[src/core/ucsd_pkg.sv]
// Constants shared by the upper chip select decoder files
package ucsd_pkg;

    // ------------------------------------------------------------
    // Register indices (byte address is four times the index)
    // ------------------------------------------------------------
    localparam int UCSD_ADR_W = 34;
    localparam logic [31:0] UCSD_LOWER_IDX = 32'hfffff060;
    localparam logic [31:0] UCSD_UPPER_IDX = 32'hfffff062;
    localparam logic [31:0] UCSD_MODE_IDX = 32'hfffff06a;
    localparam logic [31:0] UCSD_STAT_IDX = 32'hfffff06c;

    // ------------------------------------------------------------
    // Reset values
    // ------------------------------------------------------------
    localparam logic [15:0] UCSD_MAP_RST = 16'h2c11;
    localparam logic UCSD_MODE_RST = 1'b0;

    // ------------------------------------------------------------
    // Field positions
    // ------------------------------------------------------------
    localparam int UCSD_MODE_BIT = 0;
    localparam int UCSD_STAT_PPIO_BIT = 8;
    localparam int UCSD_BANK_LSB = 22;
    localparam int UCSD_BANK_MSB = 25;
    localparam int UCSD_AREA_LSB = 26;
    localparam int UCSD_AREA_MSB = 27;
    localparam int UCSD_ACC_ADR_W = 28;

    // ------------------------------------------------------------
    // Areas decoded in 256 MB mode
    // ------------------------------------------------------------
    localparam logic [1:0] UCSD_AREA_SEL3 = 2'h0;
    localparam logic [1:0] UCSD_AREA_SEL1 = 2'h1;
    localparam logic [1:0] UCSD_AREA_SEL4 = 2'h2;
    localparam logic [1:0] UCSD_AREA_SEL6 = 2'h3;

endpackage

[src/core/ucsd_prio.sv]
// Fixed priority picker: request 0 wins over all others
module ucsd_prio #(
    parameter int N = 4
) (
    input wire logic [N-1:0] req_i,
    output logic [N-1:0] grant_o
);
    logic [N-1:0] taken;

    assign taken[0] = 1'b0;

    genvar i;
    generate
        for (i = 0; i < N; i++) begin : g_slot
            assign grant_o[i] = req_i[i] & ~taken[i];
            if (i < N - 1) begin : g_chain
                assign taken[i+1] = taken[i] | req_i[i];
            end
        end
    endgenerate
endmodule // ucsd_prio

[src/core/ucsd_wb_regs.sv]
// Classic Wishbone slave holding the select maps and mode, reading back status
module ucsd_wb_regs (
    input wire logic clk_i,
    input wire logic rst_i,
    input wire logic wb_cyc_i,
    input wire logic wb_stb_i,
    input wire logic wb_we_i,
    input wire logic [ucsd_pkg::UCSD_ADR_W-1:0] wb_adr_i,
    input wire logic [3:0] wb_sel_i,
    input wire logic [31:0] wb_dat_i,
    output logic [31:0] wb_dat_o,
    output logic wb_ack_o,
    input wire logic [15:0] status_i,
    output logic [15:0] lower_map_o,
    output logic [15:0] upper_map_o,
    output logic mode_256_o
);
    import ucsd_pkg::*;

    logic ack_reg;
    logic [31:0] dat_reg;
    logic [15:0] lower_select_map_reg;
    logic [15:0] upper_select_map_reg;
    logic mode_reg;
    logic [31:0] idx;
    logic req;
    logic wr;
    logic [15:0] rd_next;

    assign idx = wb_adr_i[UCSD_ADR_W-1:2];
    assign req = wb_cyc_i & wb_stb_i;
    // Writes land on the edge where the master sees ack
    assign wr = req & wb_we_i & ack_reg;

    // ------------------------------------------------------------
    // Handshake: one wait state, ack dropped after one cycle
    // ------------------------------------------------------------
    always_ff @(posedge clk_i) begin
        if (rst_i) begin
            ack_reg <= 1'b0;
        end else begin
            ack_reg <= req & ~ack_reg;
        end
    end

    always_comb begin
        rd_next = 16'h0000;
        if (idx == UCSD_LOWER_IDX) begin
            rd_next = lower_select_map_reg;
        end else if (idx == UCSD_UPPER_IDX) begin
            rd_next = upper_select_map_reg;
        end else if (idx == UCSD_MODE_IDX) begin
            rd_next[UCSD_MODE_BIT] = mode_reg;
        end else if (idx == UCSD_STAT_IDX) begin
            rd_next = status_i;
        end
    end

    always_ff @(posedge clk_i) begin
        if (rst_i) begin
            dat_reg <= 32'h0000_0000;
        end else if (req & ~ack_reg) begin
            dat_reg <= {16'h0000, rd_next};
        end
    end

    // ------------------------------------------------------------
    // Storage, byte lanes 0 and 1 only
    // ------------------------------------------------------------
    always_ff @(posedge clk_i) begin
        if (rst_i) begin
            lower_select_map_reg <= UCSD_MAP_RST;
            upper_select_map_reg <= UCSD_MAP_RST;
            mode_reg <= UCSD_MODE_RST;
        end else if (wr) begin
            if (idx == UCSD_LOWER_IDX) begin
                if (wb_sel_i[0]) lower_select_map_reg[7:0] <= wb_dat_i[7:0];
                if (wb_sel_i[1]) lower_select_map_reg[15:8] <= wb_dat_i[15:8];
            end
            if (idx == UCSD_UPPER_IDX) begin
                if (wb_sel_i[0]) upper_select_map_reg[7:0] <= wb_dat_i[7:0];
                if (wb_sel_i[1]) upper_select_map_reg[15:8] <= wb_dat_i[15:8];
            end
            if (idx == UCSD_MODE_IDX && wb_sel_i[0]) begin
                mode_reg <= wb_dat_i[UCSD_MODE_BIT];
            end
        end
    end

    assign wb_ack_o = ack_reg;
    assign wb_dat_o = dat_reg;
    assign lower_map_o = lower_select_map_reg;
    assign upper_map_o = upper_select_map_reg;
    assign mode_256_o = mode_reg;
endmodule // ucsd_wb_regs

[src/core/ucsd_top.sv]
// Chip select decoder for selects 0 to 7 with Wishbone register access
//
// Function
// - Upper map register, reset 2c11, four fields
// - Select 4 enable bit 12: banks 12-15
// - Select 4 enable bit 13: banks 10-11
// - 256 MB mode: select 4 on area 2
// - Overlap: only higher priority select asserts
// - Select 2 beats lower ranks, banks 2-3
// - Select 1 beats select 3, banks 4-5
// - Upper order: 7, then 5, 6, 4
// - Peripheral I/O access forces all selects high
module ucsd_top (
    input wire logic clk_i,
    input wire logic rst_i,
    input wire logic wb_cyc_i,
    input wire logic wb_stb_i,
    input wire logic wb_we_i,
    input wire logic [ucsd_pkg::UCSD_ADR_W-1:0] wb_adr_i,
    input wire logic [3:0] wb_sel_i,
    input wire logic [31:0] wb_dat_i,
    output logic [31:0] wb_dat_o,
    output logic wb_ack_o,
    input wire logic acc_valid_i,
    input wire logic [ucsd_pkg::UCSD_ACC_ADR_W-1:0] acc_addr_i,
    input wire logic ppio_hit_i,
    output logic chip_sel_zero_n_o,
    output logic chip_sel_one_n_o,
    output logic chip_sel_two_n_o,
    output logic chip_sel_three_n_o,
    output logic chip_sel_four_n_o,
    output logic chip_sel_five_n_o,
    output logic chip_sel_six_n_o,
    output logic chip_sel_seven_n_o
);
    import ucsd_pkg::*;

    logic [15:0] lower_map;
    logic [15:0] upper_map;
    logic mode_256;
    logic [15:0] status;
    logic [3:0] bank;
    logic [1:0] area;
    logic [7:0] raw;
    logic [3:0] lo_grant;
    logic [3:0] hi_grant;
    logic [7:0] sel_next;
    logic [7:0] sel_reg;
    logic ppio_reg;
    logic sel4_banks_12_15_en;
    logic sel4_banks_10_11_en;

    // ------------------------------------------------------------
    // Register file
    // ------------------------------------------------------------
    ucsd_wb_regs u_regs (
        .clk_i(clk_i),
        .rst_i(rst_i),
        .wb_cyc_i(wb_cyc_i),
        .wb_stb_i(wb_stb_i),
        .wb_we_i(wb_we_i),
        .wb_adr_i(wb_adr_i),
        .wb_sel_i(wb_sel_i),
        .wb_dat_i(wb_dat_i),
        .wb_dat_o(wb_dat_o),
        .wb_ack_o(wb_ack_o),
        .status_i(status),
        .lower_map_o(lower_map),
        .upper_map_o(upper_map),
        .mode_256_o(mode_256)
    );

    assign status = {7'h00, ppio_reg, sel_reg};

    // ------------------------------------------------------------
    // Address decode
    // ------------------------------------------------------------
    assign bank = acc_addr_i[UCSD_BANK_MSB:UCSD_BANK_LSB];
    assign area = acc_addr_i[UCSD_AREA_MSB:UCSD_AREA_LSB];
    assign sel4_banks_12_15_en = upper_map[12];
    assign sel4_banks_10_11_en = upper_map[13];

    // Raw requests, bit n stands for select n, before any priority
    always_comb begin
        raw = 8'h00;
        if (!mode_256) begin
            // Lower selects
            raw[0] = (bank < 4'h4) && lower_map[bank[1:0]];
            raw[1] = (lower_map[4] && bank <= 4'h1)
                || (lower_map[5] && (bank == 4'h2 || bank == 4'h3))
                || (lower_map[6] && bank == 4'h4)
                || (lower_map[7] && bank == 4'h5);
            raw[2] = (bank < 4'h4) && lower_map[{2'b10, bank[1:0]}];
            raw[3] = (lower_map[12] && bank < 4'h4)
                || (lower_map[13] && (bank == 4'h4 || bank == 4'h5))
                || (lower_map[14] && bank == 4'h6)
                || (lower_map[15] && bank == 4'h7);
            // Upper selects
            raw[4] = (sel4_banks_12_15_en && bank >= 4'hc)
                || (sel4_banks_10_11_en
                    && (bank == 4'ha || bank == 4'hb))
                || (upper_map[14] && bank == 4'h9)
                || (upper_map[15] && bank == 4'h8);
            raw[5] = (bank >= 4'hc)
                && upper_map[4'h8 + (4'hf - bank)];
            raw[6] = (upper_map[4] && bank >= 4'he)
                || (upper_map[5] && (bank == 4'hc || bank == 4'hd))
                || (upper_map[6] && bank == 4'hb)
                || (upper_map[7] && bank == 4'ha);
            raw[7] = (bank >= 4'hc)
                && upper_map[4'hf - bank];
        end else begin
            // Select 0 and 2 bank enables still apply inside area 0; select 3 takes area 0 whatever its enables hold
            raw[0] = (area == UCSD_AREA_SEL3) && (bank < 4'h4)
                && lower_map[bank[1:0]];
            raw[2] = (area == UCSD_AREA_SEL3) && (bank < 4'h4)
                && lower_map[{2'b10, bank[1:0]}];
            raw[1] = (area == UCSD_AREA_SEL1);
            raw[3] = (area == UCSD_AREA_SEL3);
            // Fixed areas, enable bits ignored
            raw[4] = (area == UCSD_AREA_SEL4);
            raw[6] = (area == UCSD_AREA_SEL6);
        end
    end

    // ------------------------------------------------------------
    // Priority within each group of four
    // ------------------------------------------------------------
    ucsd_prio #(.N(4)) u_lo_prio (
        .req_i({raw[3], raw[1], raw[2], raw[0]}),
        .grant_o(lo_grant)
    );

    ucsd_prio #(.N(4)) u_hi_prio (
        .req_i({raw[4], raw[6], raw[5], raw[7]}),
        .grant_o(hi_grant)
    );

    // A peripheral I/O hit overrides every bank decode
    always_comb begin
        sel_next = 8'h00;
        if (acc_valid_i && !ppio_hit_i) begin
            sel_next[0] = lo_grant[0];
            sel_next[2] = lo_grant[1];
            sel_next[1] = lo_grant[2];
            sel_next[3] = lo_grant[3];
            sel_next[7] = hi_grant[0];
            sel_next[5] = hi_grant[1];
            sel_next[6] = hi_grant[2];
            sel_next[4] = hi_grant[3];
        end
    end

    // ------------------------------------------------------------
    // Registered outputs: glitch free selects, one cycle latency
    // ------------------------------------------------------------
    always_ff @(posedge clk_i) begin
        if (rst_i) begin
            sel_reg <= 8'h00;
        end else begin
            sel_reg <= sel_next;
        end
    end

    always_ff @(posedge clk_i) begin
        if (rst_i) begin
            ppio_reg <= 1'b0;
        end else if (acc_valid_i) begin
            ppio_reg <= ppio_hit_i;
        end
    end

    assign chip_sel_zero_n_o = ~sel_reg[0];
    assign chip_sel_one_n_o = ~sel_reg[1];
    assign chip_sel_two_n_o = ~sel_reg[2];
    assign chip_sel_three_n_o = ~sel_reg[3];
    assign chip_sel_four_n_o = ~sel_reg[4];
    assign chip_sel_five_n_o = ~sel_reg[5];
    assign chip_sel_six_n_o = ~sel_reg[6];
    assign chip_sel_seven_n_o = ~sel_reg[7];

    logic go64;
    logic [3:0] upper_low;
    assign go64 = acc_valid_i && !ppio_hit_i && !mode_256;
    assign upper_low = {chip_sel_seven_n_o, chip_sel_six_n_o,
                        chip_sel_five_n_o, chip_sel_four_n_o};
    logic [3:0] lower_low;
    assign lower_low = {chip_sel_three_n_o, chip_sel_two_n_o,
                        chip_sel_one_n_o, chip_sel_zero_n_o};
endmodule // ucsd_top

[config.mk]
export PLATFORM = sky130hd
export DESIGN_NAME = ucsd_top
export DESIGN_NICKNAME = d
export VERILOG_FILES = /design/src/core/ucsd_pkg.sv /design/src/core/ucsd_prio.sv /design/src/core/ucsd_wb_regs.sv /design/src/core/ucsd_top.sv
export SDC_FILE = /design/constraint.sdc
export NUM_CORES = 1
export LEC_CHECK = 0
export BUFFER_PORTS_ARGS = -buffer_cell sky130_fd_sc_hd__clkbuf_2
export CAP_MARGIN = 20
export CORE_UTILIZATION = 46
export DETAILED_ROUTE_END_ITERATION = 6
export PLACE_DENSITY = 0.76
export SLEW_MARGIN = 20
export SYNTH_ARGS = -nofsm -noshare
export SYNTH_HDL_FRONTEND = slang
export SYNTH_SLANG_ARGS = --single-unit
[constraint.sdc]
create_clock -name clk_i -period 2.1 [get_ports clk_i]
set_clock_uncertainty 0.2 [all_clocks]
set_input_delay 0.42 -clock clk_i [delete_from_list [all_inputs] [get_ports clk_i]]
set_output_delay 0.42 -clock clk_i [all_outputs]
set_load 0.1 [all_outputs]
==> metrics.md <==
| Metric | Value |
|---|---|
| Drc violations | 0 |
| Fin. max-slew vios | 0 |
| Layout cells sized above 1 | 28.87% |
| Xor and xnor fraction of the mapped netlist area | 0% |
| CTS Sinks | 59 |
| Clock transition at the registers of the reported paths | 0.07 ns |
| Diodes inserted | 0 |
| Root Driver | clkbuf_8 |
| Post-Synth Simple-Gate Area | 23.97% |
| Final WS setup | 0.2698 ns |
| Worst-path maximum fanout | 11 |
| Core ar. | 0.006832 mm² |
| Yosys cell types | 53 |
| DR WL/cell | 14.92 µm |
| Total grt overflow | 0 |
| Final Hold Vio Count | 0 |
| Post-synthesis cell count | 387 |
| Synth area leader | dfxtp_1 |
| Post-synth EDFFs | 0 |
| Most frequent cells after synthesis | 59 x dfxtp_1, 45 x a21oi_1, 35 x nor2_1 |
| Postcts setup bufs | 0 |
| Area Overhead vs Synth | 23.67% |
| Setup violators final | 0 |
| Gpl congestion | 0.8783 |
| Die Y-Extent | 86.21 µm |
| Kind of critical path | in2reg |
| Largest family of logic cells by synthesized area | simple AND/OR/NAND/NOR gates |
| Area after DPL | 0.003796 mm² |
| Setup_tns | 0 ns |
| Final total power | 2.715 mW |
| Worst vdd ir | 346.7 µV |
| Avg Cell Area, Syn | 8.429 µm² |
| WL final | 8669 µm |
| Std cell rows | 30 |
| Adder-cell share of the synthesized area | 0% |
| Synth async-reset ratio | 0% |
| Largest net degree at the start of global routing | 24 |
| Full die area | 0.007432 mm² |
| Hold WC Path Type | in2reg |
| Ys flop type | dfxtp_1 |
| Hold-fix buffers, CTS | 0 |
| Synth top area cells | dfxtp_1 36%, mux2i_1 7.1%, a21oi_1 6.9% |
| Global-route wire length before repair | 14050 µm |
| CP Launch Type | primary input |
| Max Cap Viol | 0 |
| Post_cts resized | 0 |
| Lkg Pwr | 1.677 nW |
| Period utilization | 87.15% |
| Register area share after synthesis | 36.21% |
| DR vias | 3250 |
| PwrDens | 673.0 mW/mm² |
| Ports | 146 |
| Post-route ant nets | 0 |
| Post-synthesis mux area share | 10.16% |
| Initial antenna violation count | 0 |
| Status | finished clean |
| CTS tree | yes |
| Compound-Gate Fraction of Synth Area | 18.03% |
| Critical Path AT | 1.90 ns |
| Worst Tran Pin Value | 0.6934 ns |
| Inst Count DP | 565 |
| RSZ-0062 raised after global routing | false |
| Pre-CTS WS | -0.1135 ns |
| Critical Path RT | 2.17 ns |
| DRT Pass-1 Iters | 5 |
| CTS Buf Count | 9 |
| IO Port Bufs | 87 |
| Rel. slew slack | 53.68% |
| Non-Filler Instances | 581 |
| Via/cell ratio | 5.594 |
| CTS max path bufs | 2 |
| Final min period | 1.830 ns |
| Initial Util | 47.75% |
| Synth Cell Area | 0.003262 mm² |
| Synth Register Bits | 59 |
| H-tree depth | 3 |
| Placed wire-length estimate | 6669 µm |
| Final Instance Area | 0.004034 mm² |
| Post-layout net count | 585 |
| Total track usage | 24.57% |
| Synth top area share | 36.21% |
| Iter 0 DRT Violations | 255 |
| Number of global-route vias before repair | 3007 |
| Most frequent cell after synthesis | dfxtp_1 |
| Achievable Freq | 546.4 MHz |
| Yosys warns | 0 |
| Die X | 86.21 µm |
| Crit. End Element | flip-flop |
| Skew-Pair Late Insertion Delay | 0.35 ns |
-- where the power goes --
part           internal [mW]  switching (mW)
Clock                  0.774           0.464
Combinational         0.0957           0.258
Sequential              1.12         0.00217
Total                   1.99           0.724
-- area by class of cell --
type	instances	area, µm²
multi-input cells	278	1777
fillers	647	2798
well taps	96	120.1
clock buffers	13	170.2
repair buffers	113	643.1
clock inverters	3	67.56
flip-flops and latches	59	1185
inverters	19	71.32
-- per-layer routing --
metal,global-route usage [%],wire [µm]
met2,38.82,4010
met1,32.62,3959
met3,6.286,540
met4,8.636,159
met5,0,0
-- stage by stage --
| stage | util (%) | hold WS [ns] |
|---|---|---|
| final | 59.05 | 0.1288 |
| after global routing | 59.05 | 0.1260 |
| after CTS | 59.05 | 0.1208 |
| after detailed placement | 55.57 | 0.2417 |
| after global placement | 55.57 | 0.2411 |
| after floorplan | - | 0.2495 |
-- kinds of logic (layout without fill, tap and decap cells) --
| family | Yosys count | count (layout) |
|---|---|---|
| and+or+nand+nor | 140 | 140 |
| AOI/OAI and AO/OA | 94 | 94 |
| buffers and inverters | 65 | 148 |
| DFF | 59 | 59 |
| muxes | 28 | 28 |
| other | 1 | 16 |
-- placed cells by master, fill, tap and decap left out, types with 3 or more instances in the layout --
cell	count
clkbuf_2	87
dfxtp_1	58
a21oi_1	45
nor2_1	35
o31ai_1	29
nand4_1	28
buf_4	25
mux2i_1	23
nand2_1	23
inv_1	19
conb_1	16
nand3_1	13
clkbuf_8	10
nor3_1	8
nor2b_1	4
mux4_2	4
nand3b_1	4
and4_1	3
o22ai_1	3
o21ai_1	3
-- path summary, 6_finish.rpt --
check	slack, ns	endpoint	cells after the start	from
worst max-delay path	0.27	u_regs.wb_dat_o[3]$_SDFFE_PP0P_	6	wb_adr_i[11]
worst min-delay path	0.13	u_regs.lower_map_o[2]$_SDFFE_PP0P_	3	wb_dat_i[2]
worst max register to register	0.31	u_regs.upper_map_o[15]$_SDFFE_PP0P_	4	u_regs.wb_ack_o$_SDFF_PP0_
worst min register to register	0.25	u_regs.wb_dat_o[0]$_SDFFE_PP0P_	2	u_regs.wb_dat_o[0]$_SDFFE_PP0P_
-- critical path, cell delays in order --
cell and delay [ns]:
clkbuf_2 0.08, nor4_1 0.41, nor4bb_4 0.27, buf_4 0.22, nand3_2 0.21, o31ai_1 0.28
No activity file was read; power rests on OpenSTA's default activity.
